==> config.mk <==
export PLATFORM = sky130hd
export DESIGN_NAME = fcpc_top
export DESIGN_NICKNAME = d
export VERILOG_FILES = /design/src/common/fcpc_pkg.sv /design/src/design/fcpc_top.sv /design/src/design/fcpc_inv_seq.sv
export SDC_FILE = /design/constraint.sdc
export NUM_CORES = 1
export LEC_CHECK = 0
export ABC_AREA = 1
export BUFFER_PORTS_ARGS = -buffer_cell sky130_fd_sc_hd__buf_2
export CAP_MARGIN = 20
export CORE_ASPECT_RATIO = 1.4
export CORE_MARGIN = 1
export CORE_UTILIZATION = 38
export CTS_BUF_LIST = sky130_fd_sc_hd__clkbuf_4
export CTS_CLUSTER_DIAMETER = 100
export DETAILED_ROUTE_END_ITERATION = 10
export GPL_ROUTABILITY_DRIVEN = 0
export SKIP_CTS_REPAIR_TIMING = 1
export SLEW_MARGIN = 20
export SYNTH_ARGS = -nofsm -noshare
export SYNTH_HDL_FRONTEND = slang
export SYNTH_SLANG_ARGS = --single-unit
==> constraint.sdc <==
create_clock -name clock_i -period 2.09 [get_ports clock_i]
set_clock_uncertainty 0.2 [all_clocks]
set_input_delay 0.209 -clock clock_i [delete_from_list [all_inputs] [get_ports clock_i]]
set_output_delay 0.209 -clock clock_i [all_outputs]
set_load 0.05 [all_outputs]
==> src/common/fcpc_pkg.sv <==
// package for the flash cache and prefetch control block
// assumes a 32-bit register port and a 125 MHz system clock
package fcpc_pkg;
  localparam logic [3:0] FCPC_ADDR_CTRL = 4'h0;
  localparam logic [3:0] FCPC_ADDR_FLASH_CTRL = 4'h4;
  localparam logic [3:0] FCPC_ADDR_FLASH_CTRL_TWO = 4'h8;
  localparam logic [3:0] FCPC_ADDR_PERF_HIT = 4'hC;
  localparam int FCPC_BIT_PERIPH_COH = 18;
  localparam int FCPC_BIT_DATA_COH = 17;
  localparam int FCPC_BIT_INSTR_COH = 16;
  localparam int FCPC_BIT_PERF_EN = 12;
  localparam int FCPC_BIT_ADDR_WAIT = 8;
  localparam int FCPC_POS_PREFETCH = 4;
  localparam int FCPC_POS_WAITS = 0;
  localparam int FCPC_BIT_LP_SEL = 15;
  localparam int FCPC_POS_LP_WAITS = 16;
  localparam int FCPC_BIT_INV_DATA = 1;
  localparam int FCPC_BIT_INV_INSTR = 0;
  localparam logic [31:0] FCPC_CTRL_WMASK = 32'h0007_1137;
  localparam logic [31:0] FCPC_CTRL_RESET = 32'h0000_0007;
  localparam logic [31:0] FCPC_FCTRL_RESET = 32'h0000_0000;
  localparam logic [31:0] FCPC_FCTRL2_RESET = 32'h0000_0000;
  localparam logic [4:0] FCPC_RESET_WAITS = 5'h07;
  localparam logic [1:0] FCPC_PREFETCH_ON = 2'h1;
  localparam int FCPC_INV_CYCLES = 4;
  localparam int FCPC_DCACHE_INV_CYCLES = 6;

  typedef struct packed {
    logic [4:0] waits;
    logic prefetch_en;
  } fcpc_access_cfg_t;
endpackage : fcpc_pkg

==> src/design/fcpc_top.sv <==
// flash cache and prefetch control: registers, wait states, invalidation
// assumes flash access starts and programming events are on the system clock
//
// Summary of operation
// data coherency bit set: programming event invalidates data cache; clear: never
// instruction coherency bit set: programming event invalidates instruction cache
// performance counters count only while the counter enable bit is set
// extra address wait bit adds one wait state to the programmed field
// software sets extra address wait at high clock rates only
// prefetch field enables instruction prefetch only for value 01
// three-bit wait field gives zero to seven wait states directly
// software programs one, two, three waits up to 60, 80, 120 MHz
// low-power read select picks five-bit low-power wait field instead
// hardware clears each invalidate request bit when its invalidation ends
// software keeps coherency bits stable before programming starts
// unimplemented control bits read zero and ignore writes
// new wait or prefetch settings apply from the next access start
//
// The register offsets and the plain strobed port were chosen for this implementation.
`timescale 1ns/1ps
`default_nettype none
module fcpc_top
  import fcpc_pkg::*;
#(
  parameter int CNT_W = 32
) (
  input wire logic clock_i,
  input wire logic rst_n_i,
  input wire logic [3:0] addr_i,
  input wire logic [31:0] wdata_i,
  input wire logic wr_i,
  input wire logic rd_i,
  output logic [31:0] rdata_o,
  input wire logic prog_event_i,
  input wire logic access_start_i,
  input wire logic cache_hit_i,
  output fcpc_access_cfg_t access_cfg_o,
  output logic dcache_inv_o,
  output logic icache_inv_o,
  output logic periph_coh_o,
  output logic perf_en_o
);
  initial begin
    if (CNT_W < 1 || CNT_W > 32) $error("fcpc_top: CNT_W out of range");
  end

  // package constants must fit the fields and counters they feed
  initial begin
    if (FCPC_INV_CYCLES < 1 || FCPC_INV_CYCLES > 255) begin
      $error("fcpc_top: instruction invalidate length out of range");
    end
    if (FCPC_DCACHE_INV_CYCLES < 1 || FCPC_DCACHE_INV_CYCLES > 255) begin
      $error("fcpc_top: data invalidate length out of range");
    end
    if (FCPC_ADDR_CTRL == FCPC_ADDR_FLASH_CTRL || FCPC_ADDR_CTRL == FCPC_ADDR_FLASH_CTRL_TWO ||
        FCPC_ADDR_CTRL == FCPC_ADDR_PERF_HIT || FCPC_ADDR_FLASH_CTRL == FCPC_ADDR_PERF_HIT ||
        FCPC_ADDR_FLASH_CTRL == FCPC_ADDR_FLASH_CTRL_TWO ||
        FCPC_ADDR_FLASH_CTRL_TWO == FCPC_ADDR_PERF_HIT) begin
      $error("fcpc_top: register offsets collide");
    end
    if (FCPC_POS_WAITS + 3 > FCPC_POS_PREFETCH) begin
      $error("fcpc_top: wait field overlaps prefetch field");
    end
    if (FCPC_POS_PREFETCH + 2 > FCPC_BIT_ADDR_WAIT) begin
      $error("fcpc_top: prefetch field overlaps address wait bit");
    end
    if (FCPC_POS_LP_WAITS + 5 > 32) begin
      $error("fcpc_top: low-power wait field outside register");
    end
    if (FCPC_BIT_INV_DATA > 1 || FCPC_BIT_INV_INSTR > 1 ||
        FCPC_BIT_INV_DATA == FCPC_BIT_INV_INSTR) begin
      $error("fcpc_top: invalidate request bits misplaced");
    end
    if ((FCPC_CTRL_RESET & ~FCPC_CTRL_WMASK) != 32'h0000_0000) begin
      $error("fcpc_top: control reset sets unimplemented bits");
    end
  end

  // control registers
  logic [31:0] ctrl_r;
  logic [31:0] ctrl_nxt;
  logic [31:0] fctrl_r;
  logic [31:0] fctrl_nxt;
  logic [31:0] fctrl2_r;
  logic [31:0] fctrl2_nxt;
  logic [CNT_W-1:0] hits_r;
  logic [CNT_W-1:0] hits_nxt;
  logic [31:0] rdata_r;
  logic [31:0] rdata_nxt;
  fcpc_access_cfg_t cfg_r;
  fcpc_access_cfg_t cfg_nxt;
  fcpc_access_cfg_t cfg_live;

  logic data_coh;
  logic instr_coh;
  logic perf_en;
  logic [2:0] waits_main;
  logic [4:0] waits_lp;
  logic lp_sel;
  logic d_start;
  logic i_start;
  logic d_pend;
  logic i_pend;
  logic d_done;
  logic i_done;
  logic periph_coh;
  logic addr_wait;
  logic [1:0] prefetch_field;
  logic prefetch_on;
  logic [4:0] waits_main_total;
  logic [1:0] inv_req;
  logic wr_ctrl;
  logic wr_fctrl;
  logic wr_fctrl2;
  logic wr_hits;
  logic [31:0] ctrl_image;
  logic [31:0] fctrl_image;
  logic [31:0] fctrl2_image;
  logic [31:0] hits_image;

  assign data_coh = ctrl_r[FCPC_BIT_DATA_COH];
  assign instr_coh = ctrl_r[FCPC_BIT_INSTR_COH];
  assign perf_en = ctrl_r[FCPC_BIT_PERF_EN];
  assign waits_main = ctrl_r[FCPC_POS_WAITS +: 3];
  assign lp_sel = fctrl_r[FCPC_BIT_LP_SEL];
  assign waits_lp = fctrl2_r[FCPC_POS_LP_WAITS +: 5];
  assign periph_coh = ctrl_r[FCPC_BIT_PERIPH_COH];
  assign addr_wait = ctrl_r[FCPC_BIT_ADDR_WAIT];
  assign prefetch_field = ctrl_r[FCPC_POS_PREFETCH +: 2];

  // register port decode, one write strobe per register
  assign wr_ctrl = wr_i && (addr_i == FCPC_ADDR_CTRL);
  assign wr_fctrl = wr_i && (addr_i == FCPC_ADDR_FLASH_CTRL);
  assign wr_fctrl2 = wr_i && (addr_i == FCPC_ADDR_FLASH_CTRL_TWO);
  assign wr_hits = wr_i && (addr_i == FCPC_ADDR_PERF_HIT);

  // invalidation requests from programming events
  assign d_start = prog_event_i && data_coh;
  assign i_start = prog_event_i && instr_coh;

  fcpc_inv_seq #(
    .CYCLES(FCPC_DCACHE_INV_CYCLES)
  ) u_dinv (
    .clock_i(clock_i),
    .rst_n_i(rst_n_i),
    .start_i(d_start),
    .pending_o(d_pend),
    .done_o(d_done)
  );

  fcpc_inv_seq #(
    .CYCLES(FCPC_INV_CYCLES)
  ) u_iinv (
    .clock_i(clock_i),
    .rst_n_i(rst_n_i),
    .start_i(i_start),
    .pending_o(i_pend),
    .done_o(i_done)
  );

  // prefetch decode: only one code turns prefetch on
  always_comb begin
    case (prefetch_field)
      FCPC_PREFETCH_ON: begin
        prefetch_on = 1'b1;
      end
      default: begin
        prefetch_on = 1'b0;
      end
    endcase
  end

  // main path waits: field value plus the optional setup wait
  always_comb begin
    waits_main_total = {2'b00, waits_main};
    if (addr_wait) begin
      waits_main_total = {2'b00, waits_main} + 5'h01;
    end
  end

  // live access configuration
  always_comb begin
    cfg_live.prefetch_en = prefetch_on;
    if (lp_sel) begin
      cfg_live.waits = waits_lp;
    end else begin
      cfg_live.waits = waits_main_total;
    end
  end

  // invalidate request bits: set by hardware, cleared when done, set wins
  always_comb begin
    inv_req = 2'b00;
    inv_req[FCPC_BIT_INV_DATA] = d_start || (d_pend && !d_done);
    inv_req[FCPC_BIT_INV_INSTR] = i_start || (i_pend && !i_done);
  end

  // control register writes
  always_comb begin
    ctrl_nxt = ctrl_r;
    if (wr_ctrl) begin
      ctrl_nxt = wdata_i & FCPC_CTRL_WMASK;
    end
  end

  // flash control: low-power select writable, request bits hardware owned
  always_comb begin
    fctrl_nxt = fctrl_r;
    if (wr_fctrl) begin
      fctrl_nxt = 32'h0000_0000;
      fctrl_nxt[FCPC_BIT_LP_SEL] = wdata_i[FCPC_BIT_LP_SEL];
    end
    fctrl_nxt[FCPC_BIT_INV_DATA] = inv_req[FCPC_BIT_INV_DATA];
    fctrl_nxt[FCPC_BIT_INV_INSTR] = inv_req[FCPC_BIT_INV_INSTR];
  end

  // flash control two: only the low-power wait field is kept
  always_comb begin
    fctrl2_nxt = fctrl2_r;
    if (wr_fctrl2) begin
      fctrl2_nxt = 32'h0000_0000;
      fctrl2_nxt[FCPC_POS_LP_WAITS +: 5] = wdata_i[FCPC_POS_LP_WAITS +: 5];
    end
  end

  // performance counter and access configuration latch
  always_comb begin
    hits_nxt = hits_r;
    if (perf_en && cache_hit_i) begin
      hits_nxt = hits_r + {{(CNT_W-1){1'b0}}, 1'b1};
    end
    if (wr_hits) begin
      hits_nxt = '0;
    end
    cfg_nxt = cfg_r;
    if (access_start_i) begin
      cfg_nxt = cfg_live;
    end
  end

  // readback images: only implemented fields reach the port
  always_comb begin
    ctrl_image = 32'h0000_0000;
    ctrl_image[FCPC_BIT_PERIPH_COH] = periph_coh;
    ctrl_image[FCPC_BIT_DATA_COH] = data_coh;
    ctrl_image[FCPC_BIT_INSTR_COH] = instr_coh;
    ctrl_image[FCPC_BIT_PERF_EN] = perf_en;
    ctrl_image[FCPC_BIT_ADDR_WAIT] = addr_wait;
    ctrl_image[FCPC_POS_PREFETCH +: 2] = prefetch_field;
    ctrl_image[FCPC_POS_WAITS +: 3] = waits_main;
  end

  always_comb begin
    fctrl_image = 32'h0000_0000;
    fctrl_image[FCPC_BIT_LP_SEL] = lp_sel;
    fctrl_image[FCPC_BIT_INV_DATA] = fctrl_r[FCPC_BIT_INV_DATA];
    fctrl_image[FCPC_BIT_INV_INSTR] = fctrl_r[FCPC_BIT_INV_INSTR];
  end

  always_comb begin
    fctrl2_image = 32'h0000_0000;
    fctrl2_image[FCPC_POS_LP_WAITS +: 5] = waits_lp;
  end

  always_comb begin
    hits_image = 32'h0000_0000;
    hits_image[CNT_W-1:0] = hits_r;
  end

  // read data, one cycle later
  always_comb begin
    rdata_nxt = 32'h0000_0000;
    if (rd_i) begin
      case (addr_i)
        FCPC_ADDR_CTRL: rdata_nxt = ctrl_image;
        FCPC_ADDR_FLASH_CTRL: rdata_nxt = fctrl_image;
        FCPC_ADDR_FLASH_CTRL_TWO: rdata_nxt = fctrl2_image;
        FCPC_ADDR_PERF_HIT: rdata_nxt = hits_image;
        default: rdata_nxt = 32'h0000_0000;
      endcase
    end
  end

  always_ff @(posedge clock_i or negedge rst_n_i) begin
    if (!rst_n_i) begin
      ctrl_r <= FCPC_CTRL_RESET;
      fctrl_r <= FCPC_FCTRL_RESET;
      fctrl2_r <= FCPC_FCTRL2_RESET;
      hits_r <= '0;
      rdata_r <= 32'h0000_0000;
      cfg_r <= '{waits: FCPC_RESET_WAITS, prefetch_en: 1'b0};
    end else begin
      ctrl_r <= ctrl_nxt;
      fctrl_r <= fctrl_nxt;
      fctrl2_r <= fctrl2_nxt;
      hits_r <= hits_nxt;
      rdata_r <= rdata_nxt;
      cfg_r <= cfg_nxt;
    end
  end

  assign rdata_o = rdata_r;
  assign access_cfg_o = cfg_r;
  assign dcache_inv_o = d_pend;
  assign icache_inv_o = i_pend;
  assign periph_coh_o = periph_coh;
  assign perf_en_o = perf_en;
endmodule : fcpc_top
`default_nettype wire

==> src/design/fcpc_inv_seq.sv <==
// one cache invalidation sequencer: request bit set, busy count, self clear
// assumes start pulses come from the system clock domain
`timescale 1ns/1ps
`default_nettype none
module fcpc_inv_seq #(
  parameter int CYCLES = 4
) (
  input wire logic clock_i,
  input wire logic rst_n_i,
  input wire logic start_i,
  output logic pending_o,
  output logic done_o
);
  initial begin
    if (CYCLES < 1 || CYCLES > 255) $error("fcpc_inv_seq: CYCLES out of range");
  end
  logic [7:0] cnt_r;
  logic [7:0] cnt_nxt;
  logic pend_r;
  logic pend_nxt;
  always_comb begin
    cnt_nxt = cnt_r;
    pend_nxt = pend_r;
    done_o = 1'b0;
    if (pend_r) begin
      if (cnt_r == 8'h00) begin
        done_o = 1'b1;
        pend_nxt = 1'b0;
      end else begin
        cnt_nxt = cnt_r - 8'h01;
      end
    end
    if (start_i) begin
      pend_nxt = 1'b1;
      cnt_nxt = 8'(CYCLES - 1);
    end
  end
  always_ff @(posedge clock_i or negedge rst_n_i) begin
    if (!rst_n_i) begin
      cnt_r <= 8'h00;
      pend_r <= 1'b0;
    end else begin
      cnt_r <= cnt_nxt;
      pend_r <= pend_nxt;
    end
  end
  assign pending_o = pend_r;
endmodule : fcpc_inv_seq
`default_nettype wire

; ---- After elaboration in Yosys (flattened, before gate mapping)
; Cells that the tools add are included.
[word_totals]
latchBits = 0
rom_bits = 0
n_memories = 0
output_inout_bits = 42
ramBits = 0
ff_bits = 106
[op_classes]
multipliers = 0
n_addsub = 4
n_div = 0
n_eq_ne = 6
reduce_logical = 21
magnitude_cmp = 0
mux = 23
n_shift = 0
n_bitwise = 0
[ops]
columns = operator, count
row1 = case mux 32 bit (4 select lines), 1
row2 = two-way mux 32 bit, 3
row3 = two-way mux 8 bit, 6
row4 = adder 32 x 1 -> 32 bit (second input constant), 1
row5 = zero test 8 bit, 2
row6 = subtractor 8 x 1 -> 8 bit (second input constant), 2
row7 = two-way mux 1 bit, 11
row8 = logical AND 1 bit, 9
row9 = equality test 4 bit (second input constant), 2
row10 = nonzero test 2 bit, 3
row11 = two-way mux 5 bit, 1
row12 = adder 3 x 1 -> 4 bit (second input constant), 1
row13 = equality test 4 x 3 -> 1 bit (second input constant), 1
row14 = zero test 4 bit, 1
row15 = two-way mux 4 bit, 1
row16 = inequality test 2 bit (second input constant), 2
row17 = AND reduction 2 bit, 2
row18 = equality test 2 x 1 -> 1 bit (second input constant), 1
row19 = zero test 1 bit, 2
row20 = logical OR 1 bit, 2

; ---- Depth between registers and ports, before layout
; Gate-level depths: netlist (run 1).
[depth]
word_depth = 6
ltp_mapped = 9
mapped_depth_nobuf = 9

; ---- Hierarchy
; Synthesis (run 1) repeated with hierarchy kept, for this count alone.
[hier_totals]
cells_unflattened = 675
hier_area_um2 = 5331.4
[by_module_without_submodules]
columns = module, n_inst, seq_area_each_um2, cells_each, area_each_um2
row1 = fcpc_top, 1, 2209.6, 525, 4202.8
row2 = fcpc_inv_seq (u_dinv), 1, 225.2, 76, 570.5
row3 = fcpc_inv_seq (u_iinv), 1, 225.2, 74, 558.0

; ---- Worst setup path before layout (run 1)
; OpenSTA, ideal clock, no wires.
[synth_path]
path_kind = flip-flop to flip-flop
startpoint = reg ctrl_r[12]
endpoint = reg hits_r[7] (netlist: hits_image[7])
period_less_slack_ps = 1831
path_buffers = 1
stages_incl_launch_ff = 7
setup_slack_ps = 259
t_required_ps = 1767
t_arrival_ps = 1507
setup_ps = 123
path_cell_list = dfrtp_1 nand2_1 inv_1 buf_2 nand3_1 o21ai_0 a21oi_1
[synth_via]
elab_chain_cells = 2
[synth_lines]
columns = element, line_no
row1 = start: declaration, fcpc_top.sv:80  ; logic [31:0] ctrl_r;
row2 = start signal: assignment, fcpc_top.sv:293  ; ctrl_r <= ctrl_nxt;
row3 = logical AND 1 bit, fcpc_top.sv:229  ; if (perf_en && cache_hit_i) begin
row4 = nonzero test 2 bit (no line), --
row5 = end signal: assignment, fcpc_top.sv:296  ; hits_r <= hits_nxt;
row6 = end: declaration, fcpc_top.sv:86  ; logic [CNT_W-1:0] hits_r;
; Every way passes these cells.
; A chain may end at the register's enable or synchronous reset.

; ---- Worst setup path in the final report (run 1)
[layout_path]
startpoint = in wr_i
endpoint = reg fctrl_r[15]
[layout_via]
elab_chain_cells = 1
[layout_lines]
columns = element, line_no
row1 = start: declaration, fcpc_top.sv:31  ; input wire logic wr_i,
row2 = logical AND 1 bit, fcpc_top.sv:133  ; assign wr_fctrl = wr_i && (addr_i == FCPC_ADDR_FLASH_CTRL);
row3 = end signal: assignment, fcpc_top.sv:294  ; fctrl_r <= fctrl_nxt;
row4 = end: declaration, fcpc_top.sv:82  ; logic [31:0] fctrl_r;
; Every way passes these cells.

==> results.yml, run 1 <==
floorplan:
  die_area_um2: 14180
  ioPinCount: 85
  die_y_um: 140.5
  start_util_pct: 38.88
  core_um2: 13390
  rows: 50
  dieWidth_um: 100.9
clocking:
  cts_buffers: 9
  htree_levels: 3
  clk_pin_slew_worst_paths_ps: 160
  cts_root_buf: "clkbuf_4"
  cts_tree: "done"
  clockBufferDepth: 2
  clk_latency_ps: 490
  cts.sinks: 104
worst_setup_path:
  worstSetupEndpoint: "fctrl_r[15]"
  worstSetupStartpointType: "input port"
  cp_data_arrival_time_ps: 2270
  crit_start: "wr_i"
  r2r_end: "u_dinv.cnt_r[5]"
  crit_fanout: 4
  r2r_cells: 8
  r2r_setup_slack_ps: 250
  critPathKind: "input port to flip-flop"
  end_kind: "flip-flop"
  cp.required_ps: 2270
  reg2reg_from: "u_dinv.cnt_r[0]"
synthesis:
  netlist_instances: 650
  synth_edf_count: 0
  synthAdderAreaFrac_pct: 1.442
  ys_warn_count: 0
  synthXorXnorAreaFrac_pct: 1.010
  synthTopCellsByArea: "dfrtp_1 (47%), nand2_1 (12%), nor2_1 (7.1%), inv_1 (5.9%), a21oi_1 (3.6%)"
  ys_seq_area_share_pct: 50.14
  ys_ff_latch: 104
  synth_top_family_by_area: "simple AND/OR/NAND/NOR gates"
  synth_compound_area_share_pct: 7.548
  yosys-top-cells-count: "nand2_1 (166), dfrtp_1 (98), nor2_1 (98)"
  synthesis.nets: 699
  synthMuxAreaShare_pct: 1.082
  ys_async_sr_fraction_pct: 100.0
  ys.flop_type: "dfrtp_1"
  synth.most_common_cell: "nand2_1"
  synth_area_um2: 5205
  synthSimpleGateAreaFrac_pct: 31.63
  post_synth_num_cell_types: 37
  yosysTopAreaCell: "dfrtp_1"
  synth_area_per_cell_um2: 8.008
  synth_top_area_share_pct: 47.12
power:
  p_leak_uw: 0.003179
  vdd_drop_max_mv: 0.5141
  power_density_nw_per_um2: 896.4
timing:
  worst_slew_pin_slew_ps: 504.4
  fin_crit_sh_pct: 99.66
  setup_ws_ps: 7.177
  max_slew_margin_pct: 66.38
  min_period_ps: 2083
  hold_viol: 0
  drv_slew: 0
  setup_viol: 0
  fmax_mhz: 480.1
run_status:
  status: "finished clean"
global_route:
  grt_start_max_net_pins: 44
  track_usage_pct: 18.62
  grt_pass1_wl_mm: 20.60
  grt_pass1_vias: 4332
  grt_antenna_before_repair: 1
  overflow: 0
routing:
  num_vias: 4438
  drtIter0Drc: 220
  detail-route-antenna-nets: 0
  drc: 0
  routed_wl_mm: 12.37
  dr.pass1.iters: 4
  viasPerCell: 4.741
  wl_per_cell_um: 13.21
layout:
  final_nets: 797
  syn_to_final_growth_pct: 18.77
  drive_gt1_share_pct: 18.33
  postLayoutCoreUtil_pct: 46.18
flow_run:
  cap_violations: 0
min_path:
  min_path_type: "input port to async pin"
placement:
  dp_hpwl_mm: 9.208
  portBuffers: 65
  dpl_worst_slack_ps: 310.8
==> critical path, cell delays in order <==
cell,delay (ps)
dlygate4sd3_1,540
buf_2,170
nand2_1,80
nor2_1,100
dlygate4sd3_1,570
a21oi_1,40
dlygate4sd3_1,560
==> layer usage <==
metal  global-route usage (%)  share of wire [%]
met5                        0                  0
met4                    8.619                3.0
met3                    3.293                3.7
met2                    31.94                 51
met1                    22.48                 42
==> cells in the final DEF (no fill, tap or decap), types with 2 or more instances in the layout <==
cell | netlist | routed
nand2_1 | 166 | 166
dfstp_2 | 6 | 6
nor2_2 | 6 | 6
nor2_8 | 3 | 3
inv_2 | 3 | 3
nor3_1 | 8 | 8
nand3_1 | 37 | 37
nand3_2 | 4 | 4
nand2_2 | 9 | 9
inv_6 | 0 | 3
o21ai_0 | 26 | 26
nand3b_1 | 4 | 4
ha_1 | 6 | 6
nand4_1 | 10 | 10
buf_4 | 1 | 9
nand3_4 | 2 | 2
buf_2 | 6 | 64
mux2_2 | 5 | 5
o21ai_1 | 4 | 4
nor2_4 | 6 | 6
a31oi_1 | 3 | 3
a21oi_1 | 37 | 37
clkinv_4 | 0 | 2
dlygate4sd3_1 | 0 | 23
inv_1 | 82 | 82
nor2_1 | 98 | 98
clkbuf_4 | 0 | 9
xor2_1 | 6 | 6
dfrtp_1 | 98 | 98
==> area by class of cell <==
class	count	area, um^2
timing repair buffer	97	638.1
clock inverter	7	90.09
antenna	1	2.502
inverter	86	322.8
fill	1380	7206
clock buffer	9	67.56
multi-input combinational	450	2223
tap	182	227.7
sequential	104	2610
==> how the worst min path moves through the flow <==
stage	from	to	slack, ps	cells past startpoint
2_1_floorplan	rst_n_i	access_cfg_o[0]	-290	0
3_3_place_gp	rst_n_i	rdata_o[6]	4	1
3_5_place_dp	rst_n_i	rdata_o[6]	5	1
4_1_cts	rst_n_i	hits_image[16]	-540	1
5_1_grt	addr_i[2]	rdata_o[12]	20	6
6_report	rst_n_i	rdata_o[6]	9	2
==> flip-flops by register name, summed over array words and instances, names as in the netlist <==
register	flops
ctrl_r	10
fctrl_r	3
u_iinv.cnt_r	8
fctrl2_r	5
access_cfg_o	6
rdata_o	32
u_dinv.cnt_r	8
hits_image	32
==> cell families after synthesis <==
| group | after synthesis |
|---|---|
| simple gates | 358 |
| xor+xnor | 6 |
| buf+inv | 96 |
| fa+ha+maj | 6 |
| flops | 104 |
| compound gates | 75 |
| mux | 5 |
==> metrics by stage <==
| step | instance area [um^2] | total power [uW] | hold slack, ps | TNS [ps] | std cells |
|---|---|---|---|---|---|
| global route | 6182 | 5966 | 21.21 | -77.49 | 936 |
| global placement | 5792 | 4326 | 3.604 | 0 | 896 |
| CTS | 5949 | 5565 | -543.6 | 0 | 912 |
| finish | 6182 | 5542 | 9.014 | 0 | 936 |
| floorplan | 5205 | 3915 | -286.6 | 0 | 650 |
| detailed placement | 5792 | 4411 | 5.191 | 0 | 896 |
==> power breakdown <==
group | internal [uW] | switching, uW | total, uW
clock | 392 | 740 | 1130
sequential | 2380 | 304 | 2680
combinational | 566 | 1160 | 1720
Note: power is estimated with default switching activity, not from simulation.
==> run 2: changes to the inputs <==
--- a/config.mk
+++ b/config.mk
@@ -20,3 +20,4 @@
 export SYNTH_ARGS = -nofsm -noshare
 export SYNTH_HDL_FRONTEND = slang
 export SYNTH_SLANG_ARGS = --single-unit
+export TNS_END_PERCENT = 10
==> constraint.sdc (replaced) <==
create_clock -name clock_i -period 2.3 [get_ports clock_i]
set_clock_uncertainty 0.2 [all_clocks]
set_input_delay 0.46 -clock clock_i [delete_from_list [all_inputs] [get_ports clock_i]]
set_output_delay 0.46 -clock clock_i [all_outputs]
set_load 0.05 [all_outputs]
==> run 2 against run 1 <==
Effect of this change:
- routed wire length is 1.2% lower
- sequential cell count stayed put
- register-to-register slack better by 160 ps
- count of clock-buffer cells in the layout is 1 higher
- setup slack better by 360 ps
- via count is 2.8% lower
- critical path type is now flip-flop to output port
==> results.yml, run 2 (synthesis gave the netlist of run 1 again) <==
run_status:
  status: "finished clean"
worst_setup_path:
  crit_slowest_cell: "dfstp_2"
  path_buf_inv: 1
  path_delay_family: "flip-flops"
  end_kind: "output port"
  path_cells: "buf_2"
  r2r_cells: 7
  crit_fanout: 2
  worstSetupStartpointType: "flip-flop"
  critPathKind: "flip-flop to output port"
  cp.required_ps: 1640
  path_depth: 1
  critPathMaxStageDelay_ps: 560
  cp_data_arrival_time_ps: 1280
power:
  p_int_uw: 3094
  total_power_uw: 5026
  vdd_drop_max_mv: 0.5252
  pwr-share-seq_pct: 48.6
  power_density_nw_per_um2: 841.0
  combPwrFrac_pct: 30.2
  p_leak_uw: 0.003082
  switching_share_pct: 38.44
  p_sw_uw: 1932
  clock_power_share_pct: 21.2
floorplan:
  start_util_pct: 38.88
  die_y_um: 140.5
  die_area_um2: 14180
  dieWidth_um: 100.9
  ioPinCount: 85
  rows: 50
  core_um2: 13390
layout:
  drive_gt1_share_pct: 18.19
  num_antenna_cells: 0
  layout_common_cells: "nand2_1 (166), nor2_1 (98), dfrtp_1 (98)"
  final_nets: 776
  syn_to_final_growth_pct: 14.81
  layout_commonest_cell: "nand2_1"
routing:
  detail-route-antenna-nets: 0
  drtIter0Drc: 261
  dr.pass1.iters: 5
  drc: 0
  num_vias: 4315
  viasPerCell: 4.726
  routed_wl_mm: 12.23
  wl_per_cell_um: 13.39
clocking:
  clockBufferDepth: 2
  clk_pin_slew_worst_paths_ps: 160
  htree_levels: 3
  clk_latency_ps: 460
  cts_tree: "done"
  cts.sinks: 104
  cts_root_buf: "clkbuf_4"
  cts_buffers: 9
timing:
  setup_viol: 0
  fin_crit_sh_pct: 84.22
  max_slew_margin_pct: 68.17
  fmax_mhz: 516.2
  setup_ws_ps: 362.9
  worst_slew_pin_slew_ps: 477.4
  rsz0062_at_grt: "no"
  hold_ws_ps: 22.65
  drv_slew: 0
  hold_viol: 0
  fin_tns_setup_ps: 0
  min_period_ps: 1937
global_route:
  grt_pass1_vias: 4326
  overflow: 0
  grt_start_max_net_pins: 90
  grt_pass1_wl_mm: 20.80
  grt_antenna_before_repair: 0
  track_usage_pct: 18.65
min_path:
  holdPathStages: 2
  min_path_type: "input port to flip-flop"
placement:
  dpl_worst_slack_ps: 328.4
  portBuffers: 65
  dp_hpwl_mm: 9.022
flow_run:
  cap_violations: 0
-- run 2: layout make-up --
type	count	area, um^2
Fill cell	1386	7412
Multi-Input combinational cell	450	2223
Clock inverter	5	81.33
Inverter	86	322.8
Tap cell	182	227.7
Timing Repair Buffer	76	435.4
Clock buffer	10	75.07
Sequential cell	104	2610
-- run 2: power groups by stage --
| stage | Clock, uW | Combinational, uW | Sequential [uW] |
|---|---|---|---|
| floorplan | 0 | 969 | 2590 |
| global placement | 0 | 1450 | 2460 |
| detailed placement | 0 | 1510 | 2470 |
| CTS | 1100 | 1510 | 2440 |
| global route | 1160 | 1750 | 2490 |
| finish | 1070 | 1520 | 2440 |
-- run 2: metrics by stage --
step                      cell area, um^2  utilization [%]  cells
after floorplan                      5205                -    650
after global placement               5769            43.09    893
after detailed placement             5769            43.09    893
after CTS                            5926            44.26    908
after global routing                 5976            44.64    913
final                                5976            44.64    913
-- run 2: worst reg2reg max path, cell delays in order (launching register included) --
cell and delay, ps:
dfrtp_1 410, inv_1 120, ha_1 170, nand3_1 70, nor3_1 250, nor2_1 180, nor2_1 240, o21ai_0 130
-- run 2: path summary, 6_finish.rpt --
| kind | from | end | slack [ps] |
|---|---|---|---|
| max in group asynchronous | rst_n_i | access_cfg_o[1] | 970 |
| min in group asynchronous | rst_n_i | rdata_o[7] | 200 |
| hold reg to reg | access_cfg_o[1] | access_cfg_o[1] | 300 |
| hold / removal | wdata_i[19] | fctrl2_r[19] | 20 |
| setup / recovery | access_cfg_o[2] | access_cfg_o[2] | 360 |
| setup reg to reg | u_dinv.cnt_r[0] | u_dinv.cnt_r[5] | 410 |
-- run 2: per-layer routing --
layer	vias to the layer above	track usage, %	wire length, um
met4	0	6.178	272
met1	1997	22.89	5295
li1	2205	-	-
met2	96	33.17	6219
met3	17	2.695	438
met5	-	0	0
==> run 3: changes to the inputs <==
==> constraint.sdc (replaced) <==
create_clock -name clock_i -period 1.7 [get_ports clock_i]
set_clock_uncertainty 0.2 [all_clocks]
set_input_delay 0.34 -clock clock_i [delete_from_list [all_inputs] [get_ports clock_i]]
set_output_delay 0.34 -clock clock_i [all_outputs]
set_load 0.05 [all_outputs]
==> run 3 against run 2 <==
Effect of this change:
- largest cell class unchanged
- count of clock-buffer cells in the layout did not move
- first-iteration DRC count fell by 27%
- critical endpoint unchanged
- critical path depth did not move
- largest power group unchanged
- sequential cell count did not move
- worst hold slack improved by 2.2 ps
- clock power rose by 48%
- the run now ends with setup timing left
==> results.yml, run 3 (synthesis gave the netlist of run 1 again) <==
power:
  p_leak_uw: 0.003246
  power_density_nw_per_um2: 1130
  vdd_drop_max_mv: 0.8777
run_status:
  violations: "setup timing"
  status: "finished, violations left"
global_route:
  grt_pass1_wl_mm: 21.22
  track_usage_pct: 19.32
  grt_pass1_vias: 4464
  grt_antenna_before_repair: 1
  overflow: 0
  grt_start_max_net_pins: 40
timing:
  drv_slew: 0
  setup_ws_ps: -55.88
  rsz0062_at_grt: "yes"
  fmax_mhz: 569.5
  hold_viol: 0
  setup_viol: 3
  max_slew_margin_pct: 73.93
  hold_ws_ps: 24.83
  worst_slew_pin_slew_ps: 391.0
  fin_crit_sh_pct: 103.3
  min_period_ps: 1756
clocking:
  clk_latency_ps: 470
  clockBufferDepth: 2
  cts_root_buf: "clkbuf_4"
  cts_tree: "done"
  cts_buffers: 9
  cts.sinks: 104
  htree_levels: 3
  clk_pin_slew_worst_paths_ps: 160
placement:
  portBuffers: 65
  dp_hpwl_mm: 9.458
  dpl.cell_count: 910
layout:
  layout.cells.non_filler: 943
  fillCellCount: 1421
  syn_to_final_growth_pct: 23.20
  layout_common_cells: "nand2_1 (160), nor2_1 (94), dfrtp_1 (91)"
  drive_gt1_share_pct: 22.76
  layout_commonest_cell: "nand2_1"
  final_nets: 804
worst_setup_path:
  path_cells: "buf_8"
  path_buf_inv: 1
  critPathMaxStageDelay_ps: 590
  crit_fanout: 2
  worstSetupStartpointType: "flip-flop"
  cp.required_ps: 1160
  r2r_setup_slack_ps: 70
  path_delay_family: "flip-flops"
  crit_slowest_cell: "dfstp_2"
  end_kind: "output port"
  critPathKind: "flip-flop to output port"
  cp_data_arrival_time_ps: 1220
flow_run:
  cap_violations: 0
routing:
  routed_wl_mm: 12.75
  detail-route-antenna-nets: 0
  wl_per_cell_um: 13.52
  drc: 0
  num_vias: 4474
  viasPerCell: 4.744
  drtIter0Drc: 191
  dr.pass1.iters: 4
floorplan:
  die_y_um: 140.5
  ioPinCount: 85
  dieWidth_um: 100.9
  die_area_um2: 14180
  rows: 50
  core_um2: 13390
  start_util_pct: 38.88
min_path:
  min_path_type: "input port to flip-flop"
## run 3: worst paths after layout
kind                                 startpoint         endpoint  depth (start not counted)
min in group asynchronous               rst_n_i    hits_image[0]                          2
worst max register to register    hits_image[1]   hits_image[28]                          8
worst min-delay path             access_start_i  access_cfg_o[5]                          4
worst min register to register  u_dinv.cnt_r[2]  u_dinv.cnt_r[2]                          2
worst max-delay path            access_cfg_o[2]  access_cfg_o[2]                          1
max in group asynchronous               rst_n_i   hits_image[11]                          3
## run 3: layer usage
metal | global-route usage, % | up-vias | part of all wire, %
met5 | 0 | - | 0
met4 | 7.780 | 0 | 2.1
met3 | 3.094 | 19 | 2.9
met2 | 35.40 | 88 | 54
met1 | 22.01 | 2104 | 41
li1 | - | 2263 | -
## run 3: cell type report
type                    count  area [um^2]  area share, %
flip-flops and latches    104         2619          40.84
clock inverters             6        107.6          1.678
diodes                      1        2.502        0.03902
inverters                  86        322.8          5.034
multi-input cells         450         2278          35.53
repair buffers            104        779.5          12.16
clock buffers              10        75.07          1.171
well taps                 182        227.7          3.551
## run 3: worst reg2reg max path: stages (launching register included)
cell and delay [ps]:
dfrtp_1 410, ha_1 170, inv_2 60, nor2_8 140, nand2_4 90, nor2_8 170
nand3_2 90, and2_0 140, nor2_1 100
## run 3: report_power, final
part / switching, uW / internal (uW)
sequential: 400 / 2930
combinational: 1470 / 861
clock: 824 / 757
total: 2690 / 4550
## run 3: stage by stage
step                TNS [ps]  worst slack [ps]  power (uW)  utilization (%)  cell area [um^2]
floorplan                  0             50.33        4815                -              5206
global placement           0             5.365        5400            44.43              5948
detailed placement    -5.910            -5.910        5502            44.43              5948
CTS                   -770.8            -171.5        7101            45.79              6131
global route          -514.6            -108.8        7760            47.90              6412
finish                -161.0            -55.88        7247            47.90              6412
